===== config.mk =====
export PLATFORM = sky130hd
export DESIGN_NAME = ascii_serial_command_parser
export DESIGN_NICKNAME = d
export VERILOG_FILES = /design/src/logic/ascii_cmd_pkg.sv /design/src/logic/ascii_serial_command_parser.sv
export VERILOG_INCLUDE_DIRS = /design/src /design/src/logic
export SDC_FILE = /design/constraint.sdc
export NUM_CORES = 2
export LEC_CHECK = 0
export ABC_AREA = 1
export BUFFER_PORTS_ARGS = -buffer_cell sky130_fd_sc_hd__buf_4
export CORE_ASPECT_RATIO = 0.75
export CORE_MARGIN = 10
export CORE_UTILIZATION = 45
export DETAILED_ROUTE_END_ITERATION = 7
export PLACE_DENSITY_LB_ADDON = 0.08
export SETUP_SLACK_MARGIN = 0.2
export SYNTH_ARGS = -nofsm -noshare
export SYNTH_HDL_FRONTEND = slang
export SYNTH_SLANG_ARGS = --single-unit

===== constraint.sdc =====
create_clock -name mclk -period 55.7 [get_ports mclk]
set_input_delay 8.355 -clock mclk [delete_from_list [all_inputs] [get_ports mclk]]
set_output_delay 8.355 -clock mclk [all_outputs]
set_load 0.005 [all_outputs]

===== src/logic/ascii_cmd_params.svh =====
// constants for the ascii serial command parser
`ifndef ASCII_CMD_PARAMS_SVH
`define ASCII_CMD_PARAMS_SVH

// ----------------------------------------------------------------
// timing
// ----------------------------------------------------------------
`define MCLK_HZ 200000000
`define BAUD_RATE 2400
`define BIT_CYCLES (`MCLK_HZ / `BAUD_RATE)
`define BAUD_CNT_W 17
`define TIMEOUT_S 60
`define TIMEOUT_CYCLES (64'd1 * `MCLK_HZ * `TIMEOUT_S)
`define TMR_W 36

// ----------------------------------------------------------------
// message format
// ----------------------------------------------------------------
`define MAX_IN_LEN 20
`define MAX_OUT_LEN 35
`define CHAR_CR 8'h0D
`define CHAR_EQ 8'h3D
`define CHAR_ZERO 8'h30
`define CHAR_NINE 8'h39
`define CHAR_N 8'h4E
`define CHAR_P 8'h50
`define CHAR_B 8'h42
`define VALUE_SAT 10'h3E7

// ----------------------------------------------------------------
// reply texts
// ----------------------------------------------------------------
`define TOO_LONG_LEN 29
`define INVALID_LEN 16
`define POINTS_LEN 8
`define SAMPLE_LEN 11

// ----------------------------------------------------------------
// settings
// ----------------------------------------------------------------
`define PTS_MIN 7'h02
`define PTS_MAX 7'h14
`define PTS_RESET 7'h14
`define SAMPLE_MIN 7'h01
`define SAMPLE_MAX 7'h50
`define SAMPLE_RESET 7'h01

`endif


===== src/logic/ascii_cmd_pkg.sv =====
// types for the ascii serial command parser
package ascii_cmd_pkg;
  typedef enum {rx_idle, rx_start, rx_data, rx_stop} rx_state_type;
  typedef enum {ctl_collect, ctl_discard, ctl_echo, ctl_resp} ctl_state_type;
  typedef enum {reply_too_long, reply_invalid, reply_points, reply_sample} reply_type;
  typedef logic [7:0] line_type [0:18];
endpackage


===== src/logic/ascii_serial_command_parser.sv =====
// ascii command line front end: uart, line buffer, parser and reply generator
`timescale 1ns/10ps
`include "ascii_cmd_params.svh"

module ascii_serial_command_parser #(
  parameter int unsigned BIT_CYCLES = `BIT_CYCLES,
  parameter logic [`TMR_W-1:0] TIMEOUT_CYCLES = `TMR_W'(`TIMEOUT_CYCLES)
) (
  input wire logic mclk, // system clock
  input wire logic rst, // asynchronous reset, active high
  input wire logic rxd, // serial data from host, idles high
  output logic txd, // serial data to host, idles high
  output logic [6:0] point_count, // stored table point count
  output logic [6:0] max_sample_time_setting // stored maximum sample time
);

  localparam logic [`BAUD_CNT_W-1:0] BIT_LAST = `BAUD_CNT_W'(BIT_CYCLES - 1);
  localparam logic [`BAUD_CNT_W-1:0] BIT_HALF = `BAUD_CNT_W'(BIT_CYCLES / 2);

  // ----------------------------------------------------------------
  // reply text lookup
  // ----------------------------------------------------------------
  function automatic logic [4:0] text_len(input ascii_cmd_pkg::reply_type r);
    unique case (r)
      ascii_cmd_pkg::reply_too_long: text_len = 5'(`TOO_LONG_LEN);
      ascii_cmd_pkg::reply_invalid: text_len = 5'(`INVALID_LEN);
      ascii_cmd_pkg::reply_points: text_len = 5'(`POINTS_LEN);
      ascii_cmd_pkg::reply_sample: text_len = 5'(`SAMPLE_LEN);
    endcase
  endfunction

  function automatic logic has_value(input ascii_cmd_pkg::reply_type r);
    has_value = (r == ascii_cmd_pkg::reply_points) || (r == ascii_cmd_pkg::reply_sample);
  endfunction

  function automatic logic [7:0] resp_char(input ascii_cmd_pkg::reply_type r, input logic [4:0] idx,
                                           input logic [3:0] tens, input logic [3:0] ones, input logic two);
    localparam logic [8*`TOO_LONG_LEN-1:0] too_long_text = "Command Sequence is Too Long!";
    localparam logic [8*`INVALID_LEN-1:0] invalid_text = "Invalid Command!";
    localparam logic [8*`POINTS_LEN-1:0] point_count_label = {"NUM P", "TS="};
    localparam logic [8*`SAMPLE_LEN-1:0] sample_label = "MAX M TIME=";
    logic [4:0] k;
    k = idx - text_len(r);
    resp_char = `CHAR_CR;
    if (idx < text_len(r))
    begin
      unique case (r)
        ascii_cmd_pkg::reply_too_long: resp_char = too_long_text[8*(`TOO_LONG_LEN-1-int'(idx)) +: 8];
        ascii_cmd_pkg::reply_invalid: resp_char = invalid_text[8*(`INVALID_LEN-1-int'(idx)) +: 8];
        ascii_cmd_pkg::reply_points: resp_char = point_count_label[8*(`POINTS_LEN-1-int'(idx)) +: 8];
        ascii_cmd_pkg::reply_sample: resp_char = sample_label[8*(`SAMPLE_LEN-1-int'(idx)) +: 8];
      endcase
    end
    else if (has_value(r) && two && k == 5'h00)
      resp_char = `CHAR_ZERO + {4'h0, tens};
    else if (has_value(r) && ((two && k == 5'h01) || (!two && k == 5'h00)))
      resp_char = `CHAR_ZERO + {4'h0, ones};
  endfunction

  // ----------------------------------------------------------------
  // receiver
  // ----------------------------------------------------------------
  ascii_cmd_pkg::rx_state_type rx_state_q, rx_state_d;
  logic [`BAUD_CNT_W-1:0] rx_cnt_q, rx_cnt_d;
  logic [2:0] rx_bit_q, rx_bit_d;
  logic [7:0] rx_sh_q, rx_sh_d;
  logic [7:0] rx_data_q, rx_data_d;
  logic rx_valid_q, rx_valid_d;

  always_comb
  begin
    rx_state_d = rx_state_q;
    rx_cnt_d = rx_cnt_q - `BAUD_CNT_W'(1);
    rx_bit_d = rx_bit_q;
    rx_sh_d = rx_sh_q;
    rx_data_d = rx_data_q;
    rx_valid_d = 1'b0;
    unique case (rx_state_q)
      ascii_cmd_pkg::rx_idle:
      begin
        rx_cnt_d = BIT_HALF;
        if (!rxd)
          rx_state_d = ascii_cmd_pkg::rx_start;
      end
      ascii_cmd_pkg::rx_start:
        if (rx_cnt_q == '0)
        begin
          rx_cnt_d = BIT_LAST;
          rx_bit_d = 3'h0;
          // a start bit gone high by mid-bit was a glitch
          rx_state_d = rxd ? ascii_cmd_pkg::rx_idle : ascii_cmd_pkg::rx_data;
        end
      ascii_cmd_pkg::rx_data:
        if (rx_cnt_q == '0)
        begin
          rx_cnt_d = BIT_LAST;
          rx_sh_d = {rxd, rx_sh_q[7:1]};
          rx_bit_d = rx_bit_q + 3'h1;
          if (rx_bit_q == 3'h7)
            rx_state_d = ascii_cmd_pkg::rx_stop;
        end
      ascii_cmd_pkg::rx_stop:
        if (rx_cnt_q == '0)
        begin
          rx_state_d = ascii_cmd_pkg::rx_idle;
          rx_valid_d = rxd;
          rx_data_d = rx_sh_q;
        end
    endcase
  end

  always_ff @(posedge mclk or posedge rst)
  begin
    if (rst)
    begin
      rx_state_q <= ascii_cmd_pkg::rx_idle;
      rx_cnt_q <= '0;
      rx_bit_q <= 3'h0;
      rx_sh_q <= 8'h00;
      rx_data_q <= 8'h00;
      rx_valid_q <= 1'b0;
    end
    else
    begin
      rx_state_q <= rx_state_d;
      rx_cnt_q <= rx_cnt_d;
      rx_bit_q <= rx_bit_d;
      rx_sh_q <= rx_sh_d;
      rx_data_q <= rx_data_d;
      rx_valid_q <= rx_valid_d;
    end
  end

  // ----------------------------------------------------------------
  // transmitter
  // ----------------------------------------------------------------
  logic tx_load;
  logic [7:0] tx_char;
  logic tx_busy_q, tx_busy_d;
  logic [9:0] tx_sh_q, tx_sh_d;
  logic [3:0] tx_bit_q, tx_bit_d;
  logic [`BAUD_CNT_W-1:0] tx_cnt_q, tx_cnt_d;
  logic txd_q, txd_d;

  always_comb
  begin
    tx_busy_d = tx_busy_q;
    tx_sh_d = tx_sh_q;
    tx_bit_d = tx_bit_q;
    tx_cnt_d = tx_cnt_q;
    txd_d = txd_q;
    if (!tx_busy_q && tx_load)
    begin
      tx_sh_d = {1'b1, tx_char, 1'b0};
      tx_busy_d = 1'b1;
      tx_bit_d = 4'h0;
      tx_cnt_d = BIT_LAST;
      txd_d = 1'b0;
    end
    else if (tx_busy_q)
    begin
      tx_cnt_d = tx_cnt_q - `BAUD_CNT_W'(1);
      if (tx_cnt_q == '0)
      begin
        tx_cnt_d = BIT_LAST;
        tx_bit_d = tx_bit_q + 4'h1;
        tx_sh_d = {1'b1, tx_sh_q[9:1]};
        txd_d = tx_sh_q[1];
        if (tx_bit_q == 4'h9)
        begin
          tx_busy_d = 1'b0;
          txd_d = 1'b1;
        end
      end
    end
  end

  always_ff @(posedge mclk or posedge rst)
  begin
    if (rst)
    begin
      tx_busy_q <= 1'b0;
      tx_sh_q <= 10'h3FF;
      tx_bit_q <= 4'h0;
      tx_cnt_q <= '0;
      txd_q <= 1'b1;
    end
    else
    begin
      tx_busy_q <= tx_busy_d;
      tx_sh_q <= tx_sh_d;
      tx_bit_q <= tx_bit_d;
      tx_cnt_q <= tx_cnt_d;
      txd_q <= txd_d;
    end
  end

  // ----------------------------------------------------------------
  // line buffer, parser and reply sequencing
  // ----------------------------------------------------------------
  ascii_cmd_pkg::ctl_state_type ctl_state_q, ctl_state_d;
  ascii_cmd_pkg::line_type line_q, line_d;
  ascii_cmd_pkg::reply_type reply_q, reply_d;
  logic [4:0] len_q, len_d;
  logic [4:0] idx_q, idx_d;
  logic [3:0] tens_q, tens_d;
  logic [3:0] ones_q, ones_d;
  logic two_q, two_d;
  logic ovl_q, ovl_d;
  logic [`TMR_W-1:0] tmr_q, tmr_d;
  logic [6:0] pts_q, pts_d;
  logic [6:0] sample_time_q, sample_time_d;
  logic [9:0] value;
  logic bad_digit, is_read, is_write, table_point_count_cmd, max_sample_time_cmd;
  logic [6:0] new_value;
  logic [4:0] resp_last;

  always_comb
  begin
    value = 10'h000;
    bad_digit = 1'b0;
    for (int i = 3; i < `MAX_IN_LEN - 1; i++)
      if (5'(i) < len_q)
      begin
        if (line_q[i] < `CHAR_ZERO || line_q[i] > `CHAR_NINE)
          bad_digit = 1'b1;
        // saturate so long digit strings still fail the range check
        value = (value >= 10'h064) ? `VALUE_SAT : 10'(value * 10 + {2'h0, line_q[i] - `CHAR_ZERO});
      end
    table_point_count_cmd = len_q >= 5'h02 && line_q[0] == `CHAR_N && line_q[1] == `CHAR_P;
    max_sample_time_cmd = len_q >= 5'h02 && line_q[0] == `CHAR_N && line_q[1] == `CHAR_B;
    is_read = len_q == 5'h02;
    is_write = len_q >= 5'h04 && line_q[2] == `CHAR_EQ && !bad_digit;
    if (table_point_count_cmd)
      new_value = (is_write && value >= {3'h0, `PTS_MIN} && value <= {3'h0, `PTS_MAX}) ? value[6:0] : pts_q;
    else
      new_value = (is_write && value >= {3'h0, `SAMPLE_MIN} && value <= {3'h0, `SAMPLE_MAX}) ? value[6:0] :
                  sample_time_q;
    resp_last = text_len(reply_q);
    if (has_value(reply_q))
      resp_last = resp_last + (two_q ? 5'h02 : 5'h01);
  end

  always_comb
  begin
    ctl_state_d = ctl_state_q;
    line_d = line_q;
    reply_d = reply_q;
    len_d = len_q;
    idx_d = idx_q;
    tens_d = tens_q;
    ones_d = ones_q;
    two_d = two_q;
    ovl_d = ovl_q;
    pts_d = pts_q;
    sample_time_d = sample_time_q;
    tmr_d = '0;
    tx_load = 1'b0;
    tx_char = `CHAR_CR;
    unique case (ctl_state_q)
      ascii_cmd_pkg::ctl_collect:
        if (rx_valid_q && rx_data_q == `CHAR_CR)
        begin
          ctl_state_d = ascii_cmd_pkg::ctl_echo;
          idx_d = 5'h00;
          tens_d = 4'(new_value / 10);
          ones_d = 4'(new_value % 10);
          two_d = new_value >= 7'h0A;
          if (!(table_point_count_cmd || max_sample_time_cmd) || !(is_read || is_write))
            reply_d = ascii_cmd_pkg::reply_invalid;
          else if (table_point_count_cmd)
          begin
            reply_d = ascii_cmd_pkg::reply_points;
            pts_d = new_value;
          end
          else
          begin
            reply_d = ascii_cmd_pkg::reply_sample;
            sample_time_d = new_value;
          end
        end
        else if (rx_valid_q && len_q == 5'(`MAX_IN_LEN - 1))
        begin
          ctl_state_d = ascii_cmd_pkg::ctl_discard;
          ovl_d = 1'b1;
          len_d = 5'h00;
        end
        else if (rx_valid_q)
        begin
          line_d[len_q] = rx_data_q;
          len_d = len_q + 5'h01;
          tmr_d = tmr_q + `TMR_W'(1);
        end
        else if (len_q != 5'h00 && tmr_q >= TIMEOUT_CYCLES - `TMR_W'(1))
        begin
          ctl_state_d = ascii_cmd_pkg::ctl_discard;
          ovl_d = 1'b0;
          len_d = 5'h00;
        end
        else if (len_q != 5'h00)
          tmr_d = tmr_q + `TMR_W'(1);
      ascii_cmd_pkg::ctl_discard:
        if (rx_valid_q && rx_data_q == `CHAR_CR)
        begin
          reply_d = ascii_cmd_pkg::reply_too_long;
          idx_d = 5'h00;
          ctl_state_d = ovl_q ? ascii_cmd_pkg::ctl_resp : ascii_cmd_pkg::ctl_collect;
        end
      ascii_cmd_pkg::ctl_echo:
      begin
        tx_load = 1'b1;
        tx_char = (idx_q < len_q) ? line_q[idx_q] : `CHAR_CR;
        if (!tx_busy_q)
        begin
          idx_d = idx_q + 5'h01;
          if (idx_q == len_q)
          begin
            ctl_state_d = ascii_cmd_pkg::ctl_resp;
            idx_d = 5'h00;
          end
        end
      end
      ascii_cmd_pkg::ctl_resp:
      begin
        tx_load = 1'b1;
        tx_char = resp_char(reply_q, idx_q, tens_q, ones_q, two_q);
        if (!tx_busy_q)
        begin
          idx_d = idx_q + 5'h01;
          // longest reply is well under the 35 character limit
          if (idx_q == resp_last)
          begin
            ctl_state_d = ascii_cmd_pkg::ctl_collect;
            len_d = 5'h00;
          end
        end
      end
    endcase
  end

  always_ff @(posedge mclk or posedge rst)
  begin
    if (rst)
    begin
      ctl_state_q <= ascii_cmd_pkg::ctl_collect;
      for (int i = 0; i < `MAX_IN_LEN - 1; i++)
        line_q[i] <= 8'h00;
      reply_q <= ascii_cmd_pkg::reply_invalid;
      len_q <= 5'h00;
      idx_q <= 5'h00;
      tens_q <= 4'h0;
      ones_q <= 4'h0;
      two_q <= 1'b0;
      ovl_q <= 1'b0;
      tmr_q <= '0;
      pts_q <= `PTS_RESET;
      sample_time_q <= `SAMPLE_RESET;
    end
    else
    begin
      ctl_state_q <= ctl_state_d;
      line_q <= line_d;
      reply_q <= reply_d;
      len_q <= len_d;
      idx_q <= idx_d;
      tens_q <= tens_d;
      ones_q <= ones_d;
      two_q <= two_d;
      ovl_q <= ovl_d;
      tmr_q <= tmr_d;
      pts_q <= pts_d;
      sample_time_q <= sample_time_d;
    end
  end

  assign txd = txd_q;
  assign point_count = pts_q;
  assign max_sample_time_setting = sample_time_q;

endmodule


-- Word-level counts from Yosys, hierarchy flattened
Index checks and enable logic that the tools add are counted.
- register bits: 388
- input bits: 3
- word-level logic and storage cells: 456
- add/subtract/negate cells: 46
- multipliers: 15
- divide/modulo/power cells: 2
- $lt $le $gt $ge: 76
- equality and inequality tests: 40
- shift operators: 4
- multiplexer cells: 151
- bitwise operators: 6
- reductions and logical operators: 75
- operator list (operator ; count):
    $mux 32 ; 16
    $mux 10 ; 33
    $pmux 32 s4 ; 2
    $shiftx 232x9->8 const A ; 1
    $mux 36 ; 6
    $eq 32x2->1 const B ; 6
    $bwmux 152 ; 1
    $add 10x8->10 ; 15
    $ge 10x7->1 const B ; 15
    $mul 10x3->9 const B ; 14
    $gt 8x6->1 const B ; 16
    $lt 8x6->1 const B ; 16
    $shiftx 128x9->8 const A ; 1
    $sub 8x6->8 const B ; 16
    $eq 32x1->1 const B ; 3
    $logic_not 32->1 ; 3
    $shiftx 88x9->8 const A ; 1
    $mux 17 ; 4
    $eq 32x3->1 const B ; 2
    $pmux 32 s2 ; 1
    $shiftx 64x9->8 const A ; 1
    $mux 5 ; 12
    $mux 8 ; 6
    $mux 1 ; 47
    69 further kinds ; 177

-- Depth between registers and ports, before layout
- word-level depth: 68
- gate-level depth with buffers: 212

-- Worst setup path after synthesis
Ideal clock, no wire load.
- kind: reg2reg
- from: register len_q[4]
- to: register ones_q[3]
- data arrival time: 28.115 ns
- required time: 55.583 ns
- slack: 27.468 ns
- stages on the path, launching flop included: 193
- period minus slack after synthesis: 28.232 ns
- path through: dfrtp_1 nor2_4 nand2_4 buf_6 inv_2 nor2_1 ha_1 ha_1 fa_1 ha_1 a21oi_1 inv_1 a21oi_1 nand2_1 nand2_1 nand3_2 nand2_1 inv_1 (+157 left out) nand2_2 nand2_4 clkinv_4 ha_1 nand3_1 inv_1 nand3_2 nand3_2 buf_6 nand2_1 nand2_1 inv_1 ha_1 xnor2_1 nand2_1 nand2_1 nand2_1 nand2_1
- word-level cells in the longest chain between the ends: 67
- elaborated cells between the ends (all ways): 142
- classes of those cells: add/sub: 15; mul: 15; div: 1; order compare: 37; mux: 65; reduce/logical: 9
- RTL lines (what ; line ; text):
    start, declared ; ascii_serial_command_parser.sv:204 ; logic [4:0] len_q, len_d;
    start signal, assigned ; ascii_serial_command_parser.sv:364 ; len_q <= len_d;
    $lt 2x5->1 ; ascii_serial_command_parser.sv:223 ; if (5'(i) < len_q)
    $mux 8 ; ascii_serial_command_parser.sv:223 ;
    $mul 8x3->9 ; ascii_serial_command_parser.sv:228 ; value = (value >= 10'h064) ? `VALUE_SAT : 10'(value * 10 + {2'h0, line_q[i] - `CHAR_ZERO});
    $add 10x8->10 ; ascii_serial_command_parser.sv:228 ;
    $mux 10 ; ascii_serial_command_parser.sv:228 ;
    $mux 10 ; ascii_serial_command_parser.sv:223 ;
    $mul 10x3->9 ; ascii_serial_command_parser.sv:228 ;
    $add 10x8->10 ; ascii_serial_command_parser.sv:228 ;
    (+51 left out) ; -- ;
    $mux 10 ; ascii_serial_command_parser.sv:228 ;
    $mux 10 ; ascii_serial_command_parser.sv:223 ;
    $ge 10x1->1 / $ge 10x2->1 (equally long branches) ; ascii_serial_command_parser.sv:237, ascii_serial_command_parser.sv:235 ;
    $logic_and 1x1->1, on equally long branches (2 in a row) ; ascii_serial_command_parser.sv:237, ascii_serial_command_parser.sv:235 ;
    $mux 7, on equally long branches ; ascii_serial_command_parser.sv:237, ascii_serial_command_parser.sv:235 ;
    $mux 7 * ; ascii_serial_command_parser.sv:234 ; if (table_point_count_cmd)
    net new_value[4] ; ascii_serial_command_parser.sv:215 ; logic [6:0] new_value;
    $mod 7x4->32 * ; ascii_serial_command_parser.sv:267 ; ones_d = 4'(new_value % 10);
    end signal, assigned ; ascii_serial_command_parser.sv:367 ; ones_q <= ones_d;
    end, declared ; ascii_serial_command_parser.sv:207 ; logic [3:0] ones_q, ones_d;
Mark *: on every way through the listed nets, which the timed path passes. The rest lies on a longest branch.
A chain may end at the register's enable or synchronous reset.

-- Worst setup path in the final report
- from: register len_q[4]
- to: register ones_q[1]
- word-level cells in the longest chain between the ends: 67
- elaborated cells between the ends (all ways): 142
- classes of those cells: add/sub: 15; mul: 15; div: 1; order compare: 37; mux: 65; reduce/logical: 9
- RTL lines (what ; line):
    $lt 2x5->1 ; ascii_serial_command_parser.sv:223
    $mux 8 ; ascii_serial_command_parser.sv:223
    $mul 8x3->9 ; ascii_serial_command_parser.sv:228
    $add 10x8->10 ; ascii_serial_command_parser.sv:228
    $mux 10 ; ascii_serial_command_parser.sv:228
    $mux 10 ; ascii_serial_command_parser.sv:223
    $mul 10x3->9 ; ascii_serial_command_parser.sv:228
    $add 10x8->10 ; ascii_serial_command_parser.sv:228
    (+50 left out) ; --
    $add 10x8->10 ; ascii_serial_command_parser.sv:228
    $mux 10 ; ascii_serial_command_parser.sv:228
    $mux 10 ; ascii_serial_command_parser.sv:223
    $ge 10x1->1 / $ge 10x2->1 (equally long branches) ; ascii_serial_command_parser.sv:237, ascii_serial_command_parser.sv:235
    $logic_and 1x1->1, on equally long branches (2 in a row) ; ascii_serial_command_parser.sv:237, ascii_serial_command_parser.sv:235
    $mux 7, on equally long branches ; ascii_serial_command_parser.sv:237, ascii_serial_command_parser.sv:235
    $mux 7 * ; ascii_serial_command_parser.sv:234
    $mod 7x4->32 * ; ascii_serial_command_parser.sv:267
Every way passes the cells marked *; elsewhere a longest branch is shown, timed or not.

==> flow_metrics.tcl <==
set metrics [dict create \
    status "finished, final reports clean" \
    timing.fmax_mhz 30.2 \
    grt_antenna_before_repair 0 \
    finalHoldViolations 0 \
    stdcell_area_um2 32300 \
    end_kind "register" \
    critPathMaxFanout 23 \
    rsz0062_at_grt "no" \
    path_clk_slew_ns 0.07 \
    clock_path_buffers 3 \
    powerDensity_nw_per_um2 15.1 \
    grt_use_total_pct 23.1 \
    ant_nets 0 \
    worstPathArrival_ns 33.62 \
    ys_ff_latch 296 \
    placed_cells 5145 \
    routed_wl_mm 92.2 \
    synth.distinct_cells 72 \
    cp_slowest_cell "o21ai_0" \
    power_uw 489 \
    drv_slew 0 \
    worst_ep_required_time_ns 56.16 \
    grt_first_pass_wirelength_mm 148 \
    final.setup.worst_slack_ns 22.55 \
    port_buffers 17 \
    die_w_um 319 \
    ir_worst_vdd_uv 22.7 \
    maxCapViolations 0 \
    stdcell_count 5205 \
    yosys_warnings 0 \
    synth_edf_count 0 \
    drtIter0Drc 2630 \
    drive_gt1_share_pct 8.93 \
    clk-insertion-delay-late_ns 0.58 \
    num_vias 28149 \
    synth_common_cells "894 x nand2_1, 600 x inv_1, 375 x o21ai_0, 346 x nor2_1, 324 x ha_1" \
    grt_max_degree 118 \
    post_dp_cell_area_um2 31200 \
    critPathTopFamily "adder cells" \
    pin_count 18 \
    fin_worst_skew_ns 0.0496 \
    min_period_over_period_pct 59.5 \
    start_kind "register" \
    overflow 0 \
    final_util_pct 48.5 \
    dpl.hpwl_mm 72.4 \
    antennaDiodeCount 0 \
    fin_tns_setup_ns 0 \
    first_global_vias 26255 \
    num_rows 82 \
    p_leak_nw 17.3 \
    routabilityCongestion 0.933 \
    worst_pin_slew_ns 1.20 \
    seq_area_frac_synth_pct 24.5 \
    cts_buffers 35 \
    synth-async-reset-ratio_pct 100 \
    synth_top_area_share_pct 23.4 \
    hp-class "register to register" \
    period_needed_ns 33.15 \
    drtPass1Iterations 6 \
    core_um2 66700 \
    area_growth_pct 6.77 \
    maxSlewHeadroom_pct 18.1 \
    cts_setup_buffers 0 \
    dieArea_um2 78100 \
    h-tree-depth 2 \
    cpMostUsedCell "ha_1" \
    synth_area_um2 30300 \
    cts_tree "yes" \
    clock_sinks 296 \
    yosysMostFrequentCell "nand2_1" \
    nets 4659 \
    path_class "register to register" \
    cts_root_buffer "clkbuf_16" \
    drc 0 \
    synth.largest_area_cell "dfrtp_1" \
    netlist_instances 4315 \
    die_h_um 245 \
    reg2reg_slack_ns 22.55 \
    setup_viol 0 \
    syn_avg_cell_area_um2 7.02 \
    viasPerCell 5.41 \
    max_stage_delay_ns 0.61 \
    synth_top_flop_cell "dfrtp_1" \
    synthTopCellsByArea "dfrtp_1 23%, ha_1 13%, nand2_1 11%, inv_1 7.4%, o21ai_0 6.2%" \
    whs_ns 0.419 \
    synth.net_count 4674 \
    fill_cells 6821 \
    cts_resized 0 \
    floorplan.initialDensity_pct 45.4 \
    cp_num_buf_inv 32 \
    dp_slack_ns 22.75 \
    hold_buffers 0 \
    avgRoutedWirePerCell_um 17.7 \
]
[state kept, by name, summed over array words and instances (netlist names), 2 cells and up, named ones only]
signal and cells:
ctl_state_q 2, idx_q 5, len_q 5, line_q 152, max_sample_time_setting 7, ones_q 4
point_count 7, reply_q 2, rx_bit_q 3, rx_cnt_q 17, rx_data_q 8, rx_sh_q 8
tens_q 4, tmr_q 36, tx_bit_q 4, tx_cnt_q 17, tx_sh_q 8
[logic make-up (layout without fill, tap and decap cells)]
group	after synthesis	in the layout	synth area share [%]
adders and majority gates	356	356	15.5
buffers and inverters	727	735	9.41
AOI/OAI and AO/OA	816	816	15.3
xor gates and xnor gates	189	189	5.47
DFF	296	296	24.5
and+or+nand+nor	1931	1931	29.8
[cell usage in the layout (no fill, tap or decap), drive strengths merged, types with 8 or more instances in the layout]
cell and count:
a211oi 25, a21oi 243, a31oi 15, and2 17, buf 35, clkbuf 42
clkinv 29, dfrtp 283, dfstp 13, fa 32, ha 324, inv 625
nand2 1016, nand3 294, nand3b 21, nand4 62, nor2 385, nor3 82
nor4 23, o21a 8, o21ai 401, o21bai 17, o22ai 42, o31ai 11
or2 21, xnor2 53, xor2 136
[power by group]
group | total, mW | leakage [nW] | internal, mW | switching, mW
clock | 0.227 | 0.541 | 0.126 | 0.101
sequential | 0.226 | 4.05 | 0.221 | 0.00432
combinational | 0.0363 | 12.7 | 0.0108 | 0.0255
total | 0.489 | 17.3 | 0.358 | 0.131
[path summary, 6_finish.rpt]
check | startpoint | to | cells after the start
setup / recovery | len_q[4] | ones_q[1] | 190
hold reg to reg | rx_cnt_q[0] | rx_cnt_q[0] | 1
hold / removal | rx_cnt_q[0] | rx_cnt_q[0] | 1
max in group asynchronous | rst | line_q[74] | 4
setup reg to reg | len_q[4] | ones_q[1] | 190
min in group asynchronous | rst | rx_sh_q[4] | 2
[per-layer routing]
metal / share of wire [%] / vias up / GRT usage, %
met5: 0 / - / 0
met2: 40 / 860 / 33.1
li1: - / 14209 / -
met1: 51 / 12997 / 35.7
met3: 7.7 / 83 / 4.07
met4: 1.6 / 0 / 4.19
[layout make-up]
type                       instances  area, um^2  area share, %
tap                              882        1100           3.41
sequential                       296        7420           23.0
multi-input combinational       3292       20000           61.9
clock inverter                    18         176          0.546
inverter                         640        2420           7.49
clock buffer                      42         932           2.88
timing repair buffer              35         263          0.813
Power figures use the tool's default switching activity.
